## src/shared/osf_defs.vh

```
/*
 * Register offsets, field positions, reset values and fixed thresholds
 * for the orientation status / filter configuration register slice.
 * Assumes inclusion by bare name from design files under hdl/.
 */
`ifndef OSF_DEFS_VH
`define OSF_DEFS_VH

// register offsets (8-bit register space)
`define OSF_ADDR_W              8
`define OSF_OFS_HP_CUTOFF       8'h0f
`define OSF_OFS_ORIENT_STATUS   8'h10
`define OSF_OFS_ORIENT_CONFIG   8'h11

// highpass_cutoff_config fields
`define OSF_HP_BYPASS_BIT       5
`define OSF_HP_LOWPASS_BIT      4
`define OSF_HP_SEL_HI           1
`define OSF_HP_SEL_LO           0
`define OSF_HP_BYPASS_RST       1'b0
`define OSF_HP_LOWPASS_RST      1'b0
`define OSF_HP_SEL_RST          2'h0

// orientation_status fields
`define OSF_ST_CHANGE_BIT       7
`define OSF_ST_LOCK_BIT         6
`define OSF_ST_PL_HI            2
`define OSF_ST_PL_LO            1
`define OSF_ST_BF_BIT           0
`define OSF_PL_RST              2'h0
`define OSF_BF_RST              1'b0
`define OSF_LOCK_RST            1'b0

// orientation_config fields
`define OSF_CFG_DBMODE_BIT      7
`define OSF_CFG_ENABLE_BIT      6
`define OSF_CFG_DBMODE_RST      1'b1
`define OSF_CFG_ENABLE_RST      1'b0

// portrait/landscape encodings
`define OSF_PL_PORTRAIT_UP      2'h0
`define OSF_PL_PORTRAIT_DOWN    2'h1
`define OSF_PL_LANDSCAPE_RIGHT  2'h2
`define OSF_PL_LANDSCAPE_LEFT   2'h3

// oversampling modes
`define OSF_MODE_NORMAL         2'h0
`define OSF_MODE_LOWNOISE_LP    2'h1
`define OSF_MODE_HIGHRES        2'h2
`define OSF_MODE_LOWPOWER       2'h3

// output sample rate codes
`define OSF_RATE_800            3'h0
`define OSF_RATE_400            3'h1
`define OSF_RATE_200            3'h2
`define OSF_RATE_100            3'h3
`define OSF_RATE_50             3'h4
`define OSF_RATE_12P5           3'h5
`define OSF_RATE_6P25           3'h6
`define OSF_RATE_1P56           3'h7

// cut-off is 16 Hz shifted right by this many places
`define OSF_SHIFT_W             4
`define OSF_SHIFT_LNLP_SLOW     4'h5
`define OSF_SHIFT_LP_SLOW       4'h6

// full-scale codes and 1.25g limits in 12-bit counts
`define OSF_FS_2G               2'h0
`define OSF_FS_4G               2'h1
`define OSF_LIMIT_2G            12'h500
`define OSF_LIMIT_4G            12'h280
`define OSF_LIMIT_8G            12'h140

`endif

```

## src/hdl/osf_cutoff_sel.v

```verilog
/*
 * High-pass cut-off selection: maps cut-off code, oversampling mode and
 * output sample rate to a right shift applied to 16 Hz.
 * Assumes all inputs are stable register values on the caller's clock.
 */
`timescale 1ns/1ns
`include "osf_defs.vh"

module osf_cutoff_sel (
	input  wire [1:0]                  cutoff_sel,
	input  wire [1:0]                  oversample_mode,
	input  wire [2:0]                  output_sample_rate,
	output reg  [`OSF_SHIFT_W-1:0]     cutoff_shift
);

	reg [`OSF_SHIFT_W-1:0] rate_shift;

	always @* begin
		rate_shift = {`OSF_SHIFT_W{1'b0}};
		case (oversample_mode)
			`OSF_MODE_HIGHRES: begin
				rate_shift = {`OSF_SHIFT_W{1'b0}};
			end
			`OSF_MODE_LOWPOWER: begin
				if (output_sample_rate >= `OSF_RATE_12P5)
					rate_shift = `OSF_SHIFT_LP_SLOW;
				else
					rate_shift = {1'b0, output_sample_rate};
			end
			default: begin
				if (output_sample_rate <= `OSF_RATE_400)
					rate_shift = {`OSF_SHIFT_W{1'b0}};
				else if (output_sample_rate <= `OSF_RATE_50)
					rate_shift = {1'b0, output_sample_rate} - 4'h1;
				else if (oversample_mode == `OSF_MODE_LOWNOISE_LP)
					rate_shift = `OSF_SHIFT_LNLP_SLOW;
				else
					rate_shift = 4'h3;
			end
		endcase
		cutoff_shift = rate_shift + {2'h0, cutoff_sel};
	end

endmodule // osf_cutoff_sel

```

## src/hdl/osf_orient_regs.v

```verilog
/*
 * Orientation status / configuration and high-pass filter configuration
 * registers, with change flagging, clear-on-read and overload hold.
 * Assumes register access strobes and orientation results come from logic
 * on the same clock; one strobe per cycle, read data one cycle later.
 */
`timescale 1ns/1ns
`include "osf_defs.vh"

// Summary of operation
// - bypass bit skips tap high-pass, resets 0
// - lowpass bit inserts tap low-pass, resets 0
// - two-bit cut-off code, resets 00
// - normal mode cut-off table by rate
// - low-noise mode: slower rates drop further
// - low-power mode halves per rate step down to 50, fixed at rates 12.5 and below
// - status read clears change flag
// - flag on first result or field change
// - portrait/landscape encoding, resets 00
// - back/front bit: 0 front, resets 0
// - tilt lockout bit, resets 0
// - fields keep updating while flag set
// - hold result when any axis exceeds 1.25g
// - status bit layout, 5:3 read zero
// - config layout: mode, enable, zeros
// - debounce mode resets 1, enable 0
// - irq source follows flag and enable
module osf_orient_regs (
	input  wire                        clk,
	input  wire                        rst_n,
	input  wire [`OSF_ADDR_W-1:0]      reg_addr,
	input  wire                        reg_wr,
	input  wire [7:0]                  reg_wdata,
	input  wire                        reg_rd,
	output reg  [7:0]                  reg_rdata_r,
	input  wire                        active_mode,
	input  wire [1:0]                  oversample_mode,
	input  wire [2:0]                  output_sample_rate,
	input  wire [1:0]                  full_scale,
	input  wire signed [11:0]          axis_x,
	input  wire signed [11:0]          axis_y,
	input  wire signed [11:0]          axis_z,
	input  wire                        orient_result_valid,
	input  wire [1:0]                  orient_result_pl,
	input  wire                        orient_result_bf,
	input  wire                        orient_result_lock,
	input  wire                        orient_irq_enable,
	output reg                         tap_highpass_bypass_r,
	output reg                         tap_lowpass_enable_r,
	output reg  [1:0]                  hp_cutoff_sel_r,
	output reg  [`OSF_SHIFT_W-1:0]     hp_cutoff_shift_r,
	output reg                         debounce_mode_select_r,
	output reg                         orient_detect_enable_r,
	output reg                         orient_change_flag_r,
	output reg                         z_tilt_guard_flag_r,
	output reg  [1:0]                  portrait_landscape_state_r,
	output reg                         back_front_state_r,
	output reg                         orient_irq_source_r
);

	reg                        active_d_r;
	reg                        active_rise;
	reg                        first_pending_r;
	reg                        first_pending_nxt;
	reg                        change_nxt;
	reg                        accept;
	reg                        differs;
	reg  [11:0]                limit;
	reg  [11:0]                mag_x;
	reg  [11:0]                mag_y;
	reg  [11:0]                mag_z;
	reg                        overload;
	reg  [7:0]                 rdata_nxt;
	wire [`OSF_SHIFT_W-1:0]    shift_w;
	wire                       wr_hp;
	wire                       wr_cfg;
	wire                       rd_status;

	assign wr_hp     = reg_wr && (reg_addr == `OSF_OFS_HP_CUTOFF);
	assign wr_cfg    = reg_wr && (reg_addr == `OSF_OFS_ORIENT_CONFIG);
	assign rd_status = reg_rd && (reg_addr == `OSF_OFS_ORIENT_STATUS);

	osf_cutoff_sel u_cutoff (
		.cutoff_sel         (hp_cutoff_sel_r),
		.oversample_mode    (oversample_mode),
		.output_sample_rate (output_sample_rate),
		.cutoff_shift       (shift_w)
	);

	// overload check against 1.25g at current full scale
	always @* begin
		case (full_scale)
			`OSF_FS_2G: limit = `OSF_LIMIT_2G;
			`OSF_FS_4G: limit = `OSF_LIMIT_4G;
			default:    limit = `OSF_LIMIT_8G;
		endcase
		mag_x = axis_x[11] ? (~axis_x + 12'h001) : axis_x;
		mag_y = axis_y[11] ? (~axis_y + 12'h001) : axis_y;
		mag_z = axis_z[11] ? (~axis_z + 12'h001) : axis_z;
		if (axis_x == 12'h800)
			mag_x = 12'h7ff;
		if (axis_y == 12'h800)
			mag_y = 12'h7ff;
		if (axis_z == 12'h800)
			mag_z = 12'h7ff;
		overload = (mag_x > limit) || (mag_y > limit) || (mag_z > limit);
	end

	// change detection and flag next values
	always @* begin
		accept  = orient_result_valid && orient_detect_enable_r && active_mode && !overload;
		differs = (orient_result_pl != portrait_landscape_state_r) ||
		          (orient_result_bf != back_front_state_r) ||
		          (orient_result_lock != z_tilt_guard_flag_r);
		active_rise = active_mode && !active_d_r;
		first_pending_nxt = first_pending_r;
		if (!active_mode)
			first_pending_nxt = 1'b0;
		else if (accept)
			first_pending_nxt = 1'b0;
		else if (active_rise)
			first_pending_nxt = 1'b1;
		change_nxt = orient_change_flag_r;
		if (rd_status)
			change_nxt = 1'b0;
		if (accept && (first_pending_r || active_rise || differs))
			change_nxt = 1'b1;
	end

	// read data mux
	always @* begin
		rdata_nxt = 8'h00;
		case (reg_addr)
			`OSF_OFS_HP_CUTOFF: begin
				rdata_nxt[`OSF_HP_BYPASS_BIT]               = tap_highpass_bypass_r;
				rdata_nxt[`OSF_HP_LOWPASS_BIT]              = tap_lowpass_enable_r;
				rdata_nxt[`OSF_HP_SEL_HI:`OSF_HP_SEL_LO]    = hp_cutoff_sel_r;
			end
			`OSF_OFS_ORIENT_STATUS: begin
				rdata_nxt[`OSF_ST_CHANGE_BIT]               = orient_change_flag_r;
				rdata_nxt[`OSF_ST_LOCK_BIT]                 = z_tilt_guard_flag_r;
				rdata_nxt[`OSF_ST_PL_HI:`OSF_ST_PL_LO]      = portrait_landscape_state_r;
				rdata_nxt[`OSF_ST_BF_BIT]                   = back_front_state_r;
			end
			`OSF_OFS_ORIENT_CONFIG: begin
				rdata_nxt[`OSF_CFG_DBMODE_BIT]              = debounce_mode_select_r;
				rdata_nxt[`OSF_CFG_ENABLE_BIT]              = orient_detect_enable_r;
			end
			default: begin
				rdata_nxt = 8'h00;
			end
		endcase
	end

	always @(posedge clk) begin
		if (!rst_n) begin
			tap_highpass_bypass_r      <= `OSF_HP_BYPASS_RST;
			tap_lowpass_enable_r       <= `OSF_HP_LOWPASS_RST;
			hp_cutoff_sel_r            <= `OSF_HP_SEL_RST;
			hp_cutoff_shift_r          <= {`OSF_SHIFT_W{1'b0}};
			debounce_mode_select_r     <= `OSF_CFG_DBMODE_RST;
			orient_detect_enable_r     <= `OSF_CFG_ENABLE_RST;
			orient_change_flag_r       <= 1'b0;
			z_tilt_guard_flag_r        <= `OSF_LOCK_RST;
			portrait_landscape_state_r <= `OSF_PL_RST;
			back_front_state_r         <= `OSF_BF_RST;
			orient_irq_source_r        <= 1'b0;
			active_d_r                 <= 1'b0;
			first_pending_r            <= 1'b0;
			reg_rdata_r                <= 8'h00;
		end else begin
			if (wr_hp) begin
				tap_highpass_bypass_r <= reg_wdata[`OSF_HP_BYPASS_BIT];
				tap_lowpass_enable_r  <= reg_wdata[`OSF_HP_LOWPASS_BIT];
				hp_cutoff_sel_r       <= reg_wdata[`OSF_HP_SEL_HI:`OSF_HP_SEL_LO];
			end
			if (wr_cfg) begin
				debounce_mode_select_r <= reg_wdata[`OSF_CFG_DBMODE_BIT];
				orient_detect_enable_r <= reg_wdata[`OSF_CFG_ENABLE_BIT];
			end
			hp_cutoff_shift_r <= shift_w;
			if (accept) begin
				portrait_landscape_state_r <= orient_result_pl;
				back_front_state_r         <= orient_result_bf;
				z_tilt_guard_flag_r        <= orient_result_lock;
			end
			orient_change_flag_r <= change_nxt;
			orient_irq_source_r  <= change_nxt && orient_irq_enable;
			active_d_r           <= active_mode;
			first_pending_r      <= first_pending_nxt;
			if (reg_rd)
				reg_rdata_r <= rdata_nxt;
		end
	end

endmodule // osf_orient_regs

```

## config.mk

```make
export PLATFORM = sky130hd
export DESIGN_NAME = osf_orient_regs
export DESIGN_NICKNAME = d
export VERILOG_FILES = /design/src/hdl/osf_cutoff_sel.v /design/src/hdl/osf_orient_regs.v
export VERILOG_INCLUDE_DIRS = /design/src /design/src/shared
export SDC_FILE = /design/constraint.sdc
export NUM_CORES = 1
export LEC_CHECK = 0
export BUFFER_PORTS_ARGS = -buffer_cell sky130_fd_sc_hd__buf_2
export CAP_MARGIN = 20
export CORE_UTILIZATION = 50
export CTS_CLUSTER_DIAMETER = 50
export DETAILED_ROUTE_END_ITERATION = 16
export GPL_ROUTABILITY_DRIVEN = 0
export PLACE_DENSITY = 0.81
export SKIP_CTS_REPAIR_TIMING = 1
export SLEW_MARGIN = 20
export SYNTH_ARGS = -nofsm -noshare
export SYNTH_HDL_FRONTEND = slang
export SYNTH_SLANG_ARGS = --single-unit
```

## constraint.sdc

```tcl
create_clock -name clk -period 3.6 [get_ports clk]
set_input_delay 0.54 -clock clk [delete_from_list [all_inputs] [get_ports clk]]
set_output_delay 0.54 -clock clk [all_outputs]
set_load 0.005 [all_outputs]
```

# --- After elaboration in Yosys (flattened, before gate mapping) ---
# Index checks and enable logic that the tools add are counted.
totals:
  wordCells: 80
  inputBits: 70
  reg_bits: 25
  out_inout_bits: 24
classes:
  eq_ne: 13
  add_sub_neg: 5
  n_lt_le_gt_ge: 6
  bitwise: 5
  n_mux: 18
  n_reduce_logical: 19
op_table:
  columns: ["op", "count"]
  rows:
  - ["12-bit two-way mux", 6]
  - ["12-bit by 1-bit adder with 12-bit output, second input constant", 3]
  - ["12-bit equality test, second input constant", 3]
  - ["12-bit greater-than comparator", 3]
  - ["12-bit NOT", 3]
  - ["11-bit case mux with 2 select lines", 1]
  - ["8-bit by 5-bit equality test with 1-bit output, second input constant", 2]
  - ["1-bit logical AND", 9]
  - ["8-bit by 4-bit equality test with 1-bit output, second input constant", 1]
  - ["4-bit two-way mux", 2]
  - ["2-bit case mux with 2 select lines", 2]
  - ["4-bit case mux with 2 select lines", 1]
  - ["1-bit logical OR", 6]
  - ["3-bit two-way mux", 2]
  - ["4-bit by 2-bit adder with 4-bit output", 1]
  - ["2-bit by 1-bit equality test with 1-bit output, second input constant", 2]
  - ["2-bit equality test, second input constant", 2]
  - ["3-bit by 1-bit subtractor with 4-bit output, second input constant", 1]
  - ["3-bit greater-or-equal comparator, second input constant", 1]
  - ["3-bit by 1-bit <= comparator with 1-bit output, second input constant", 1]
  - ["3-bit <= comparator, second input constant", 1]
  - ["1-bit two-way mux", 3]
  - ["3-bit OR reduction", 1]
  - ["1-bit logical NOT", 2]
  - ["5 further kinds", 7]

# --- Longest topological paths before layout ---
depth:
  word_depth: 12
  depth_mapped: 15
  ltp_nobuf: 15

# --- Hierarchy ---
# Synthesis repeated with hierarchy kept, for this count alone.
hier_totals:
  cells_unflattened: 320
  area_unflattened_um2: 2502.4
modules_own_cells:
  columns: ["mod", "n_inst", "cells_per_inst", "area_per_inst_um2", "seq_area_each_um2"]
  rows:
  - ["osf_orient_regs", 1, 288, 2260.9, 500.5]
  - ["osf_cutoff_sel", 1, 32, 241.5, 0.0]

# --- Least setup slack after synthesis ---
# OpenSTA, ideal clock, no wires.
synth_timing:
  kind: "input port to flip-flop"
  from: "input axis_y[5]"
  to: "register back_front_state_r"
  cell_stages: 11
  t_arrival_ps: 3228
  slack_ps: 300
  required_time_ps: 3528
  setup_time_ps: 72
  path_buffers: 0
  path_cell_list: "or3_1 > or3_1 > o31ai_1 > xor2_1 > nand2_1 > ha_1 > and3_1 > a221oi_1 > o211ai_2 > nor3_4 > mux2i_1"
synth_via:
  elab_chain_len: 9
  elab_cells_between_ends: 10
  classes_between: "add/sub: 1; order compare: 1; eq/ne: 1; mux: 2; bitwise: 1; reduce/logical: 4"
synth_rtl:
  columns: ["element", "line", "rtl"]
  rows:
  - ["from (decl)", "osf_orient_regs.v:41", "input wire signed [11:0] axis_y,"]
  - ["12-bit NOT", "osf_orient_regs.v:98", "mag_y = axis_y[11] ? (~axis_y + 12'h001) : axis_y;"]
  - ["12-bit by 1-bit adder with 12-bit output", "osf_orient_regs.v:98", null]
  - ["12-bit two-way mux", "osf_orient_regs.v:98", null]
  - ["12-bit two-way mux (*)", "osf_orient_regs.v:102", "if (axis_y == 12'h800)"]
  - ["12-bit greater-than comparator (*)", "osf_orient_regs.v:106", "overload = (mag_x > limit) || (mag_y > limit) || (mag_z > limit);"]
  - ["1-bit logical OR (*) (2 in series)", "osf_orient_regs.v:106", null]
  - ["1-bit logical NOT (*)", "osf_orient_regs.v:111", "accept = orient_result_valid && orient_detect_enable_r && active_mode && !overload;"]
  - ["1-bit logical AND (*)", "osf_orient_regs.v:111", null]
  - ["to (signal assigned)", "osf_orient_regs.v:166", "back_front_state_r <= `OSF_BF_RST;"]
  - ["to (signal assigned)", "osf_orient_regs.v:184", "back_front_state_r <= orient_result_bf;"]
  - ["to (decl)", "osf_orient_regs.v:57", "output reg back_front_state_r,"]
# Every way passes the cells marked *; elsewhere a longest branch is shown, timed or not.
# A chain may end at the register's enable or synchronous reset.

# --- Worst setup path in the final report ---
layout_timing:
  from: "input axis_y[5]"
  to: "register z_tilt_guard_flag_r"
layout_via:
  elab_chain_len: 9
  elab_cells_between_ends: 10
  classes_between: "add/sub: 1; order compare: 1; eq/ne: 1; mux: 2; bitwise: 1; reduce/logical: 4"
layout_rtl:
  columns: ["element", "line", "rtl"]
  rows:
  - ["12-bit NOT", "osf_orient_regs.v:98", null]
  - ["12-bit by 1-bit adder with 12-bit output", "osf_orient_regs.v:98", null]
  - ["12-bit two-way mux", "osf_orient_regs.v:98", null]
  - ["12-bit two-way mux (*)", "osf_orient_regs.v:102", null]
  - ["12-bit greater-than comparator (*)", "osf_orient_regs.v:106", null]
  - ["1-bit logical OR (*) (2 in series)", "osf_orient_regs.v:106", null]
  - ["1-bit logical NOT (*)", "osf_orient_regs.v:111", null]
  - ["1-bit logical AND (*)", "osf_orient_regs.v:111", null]
  - ["to (signal assigned)", "osf_orient_regs.v:164", "z_tilt_guard_flag_r <= `OSF_LOCK_RST;"]
  - ["to (signal assigned)", "osf_orient_regs.v:185", "z_tilt_guard_flag_r <= orient_result_lock;"]
  - ["to (decl)", "osf_orient_regs.v:55", "output reg z_tilt_guard_flag_r,"]
# Marked as above.

==> results.json <==
{
  "outcome": "completed",
  "grt_pass1_vias": 2404,
  "hp-class": "reg2reg",
  "worst-path-max-fanout": 7,
  "multi_input_area_um2": 1890,
  "yosysTopAreaCell": "dfxtp_1",
  "setup_viol": 0,
  "drive_above_1_share": 0.282,
  "grt_antenna_before_repair": 0,
  "final.setup.worst_slack_ps": 299,
  "p_per_area_nw_per_um2": 215,
  "synthFlopType": "dfxtp_1",
  "viasPerCell": 5.52,
  "clock_skew_ps": 6.69,
  "r2r_slack_ps": 2140,
  "die_x_um": 72.8,
  "yosys-top-cells-area": "dfxtp_1 (20%), ha_1 (12%), nand2_1 (6.1%)",
  "setup-tns-final_ps": 0,
  "grt_pass1_wl_mm": 9.96,
  "criticalPathCategory": "in2reg",
  "first_iter_violations": 97,
  "std_cell_rows": 25,
  "cp.required_ps": 3790,
  "numCtsBuffers": 3,
  "grt_max_degree": 31,
  "ant_nets": 0,
  "start_kind": "input pin",
  "fp.dieH_um": 72.8,
  "syn-num-nets": 414,
  "min_period_ps": 3300,
  "placed_area_um2": 3040,
  "vias": 2624,
  "cellLeakagePower_nw": 1.45,
  "cts_sinks": 25,
  "seq_area_um2": 500,
  "finalPower_mw": 0.662,
  "fin_crit_sh": 0.917,
  "ctsLongestPathBuffers": 2,
  "wl_per_cell_um": 12.3,
  "io_pins": 94,
  "mostFrequentLayoutCells": "buf_2 (90), nand2_1 (41), dfxtp_1 (25)",
  "design_area_um2": 3090,
  "coreArea_um2": 4790,
  "cts_root_buf": "clkbuf_8",
  "drc": 0,
  "area_growth_pct": 23.2,
  "ir_drop_mv": 0.286,
  "yosysUniqueCellTypes": 66,
  "die_area_um2": 5290,
  "place.port_buffers": 90,
  "dp_slack_ps": 39.6,
  "final_common_cell": "buf_2",
  "yosysSeqAreaShare": 0.200,
  "synth.cell_area_um2": 2500,
  "slew_violations": 0,
  "fmax_mhz": 303,
  "layout.nets": 504,
  "syn_inst": 319,
  "synth_area_per_cell_um2": 7.85,
  "start_util": 0.523,
  "fin_hold_ws_ps": 479,
  "endpoint_kind": "register",
  "n_fill_cell": 455,
  "clk_pin_slew_worst_paths_ps": 90,
  "synth_top_area_share": 0.200,
  "synth_edf_count": 0,
  "dp_hpwl_mm": 4.87,
  "ys_ff_latch": 25,
  "clk_latency_ps": 260,
  "wl_mm": 5.83,
  "diodes": 0,
  "grt_usage": 0.230,
  "grt.overflow.total": 0,
  "rsz0062_at_grt": "false",
  "cts_tree": "yes",
  "crit_arrival_ps": 3490,
  "finalHoldViolations": 0,
  "firstDrtPassIters": 4,
  "htree_num_levels": 1,
  "yosys_warnings": 0,
  "cap_violations": 0,
  "synth-async-reset-ratio": 0
}
## kinds of logic (layout without fill, tap and decap cells)
kind of cell / after synthesis / count (layout) / synth area share
adders and majority gates: 25 / 25 / 0.128
muxes: 9 / 9 / 0.0360
and+or+nand+nor: 139 / 139 / 0.316
DFF: 25 / 25 / 0.200
xor gates and xnor gates: 13 / 13 / 0.0455
AOI/OAI and AO/OA: 77 / 77 / 0.226
buffers and inverters: 30 / 119 / 0.0465
other: 1 / 1 / 0.00150
## registers in the layout (all words and copies together), names as in the netlist
register                    count
active_d_r                      1
back_front_state_r              1
debounce_mode_select_r          1
first_pending_r                 1
hp_cutoff_sel_r                 2
hp_cutoff_shift_r               4
orient_change_flag_r            1
orient_detect_enable_r          1
orient_irq_source_r             1
portrait_landscape_state_r      2
reg_rdata_r                     7
tap_highpass_bypass_r           1
tap_lowpass_enable_r            1
z_tilt_guard_flag_r             1
## where the power goes
group	leakage (nW)	switching, mW	internal [mW]	total, mW
combinational	1.22	0.121	0.100	0.221
clock	0.0255	0.0833	0.0772	0.161
sequential	0.202	0.000961	0.280	0.281
total	1.45	0.205	0.457	0.662
## Yosys cell counts, types with 4 or more instances
| master | count |
|---|---|
| inv_1 | 22 |
| nand2_1 | 41 |
| nand3_1 | 15 |
| or3_1 | 5 |
| and3_1 | 4 |
| nor2b_1 | 12 |
| mux2i_1 | 9 |
| o21ai_0 | 13 |
| xor2_1 | 11 |
| nor3_1 | 7 |
| ha_1 | 24 |
| and2_1 | 5 |
| o31ai_1 | 4 |
| a21boi_0 | 8 |
| a21oi_1 | 15 |
| dfxtp_1 | 25 |
| clkbuf_1 | 7 |
| nor2_1 | 16 |
| nor4_1 | 4 |
| nand2b_1 | 5 |
## worst paths after layout
check | from | to | depth (start not counted)
max | axis_y[5] | z_tilt_guard_flag_r$_SDFFE_PN0P_ | 13
min | reg_rdata_r[4]$_SDFFE_PN0P_ | reg_rdata_r[4]$_SDFFE_PN0P_ | 2
max reg2reg | orient_detect_enable_r$_SDFFE_PN0P_ | z_tilt_guard_flag_r$_SDFFE_PN0P_ | 6
min reg2reg | reg_rdata_r[4]$_SDFFE_PN0P_ | reg_rdata_r[4]$_SDFFE_PN0P_ | 2
## worst max-delay path, stage by stage
cell	delay [ps]
buf_2	110
or3_1	410
or3_1	420
o31ai_1	260
xor2_1	170
nand2_1	80
ha_1	310
and3_1	190
a221oi_1	310
o211ai_2	150
nor3_4	220
buf_12	150
mux2i_1	170
## layout make-up
type / count / share of cell area
timing repair buffer: 93 / 0.157
multi-input combinational: 264 / 0.612
inverter: 22 / 0.0268
sequential: 25 / 0.162
tap: 67 / 0.0272
clock buffer: 3 / 0.0134
clock inverter: 1 / 0.00162
## per-layer routing
metal,wire length (µm),GRT usage,vias to the layer above,share of wire
met4,0,0.00654,0,0
met5,0,0,-,0
li1,-,-,1343,-
met3,346,0.0539,0,0.059
met1,2560,0.277,1213,0.44
met2,2920,0.434,68,0.50
## per-stage QoR
| stage | util | instances |
|---|---|---|
| finish | 0.645 | 475 |
| global route | 0.645 | 475 |
| CTS | 0.645 | 475 |
| detailed placement | 0.635 | 471 |
| global placement | 0.635 | 471 |
| floorplan | - | 319 |
Power figures use the tool's default switching activity.
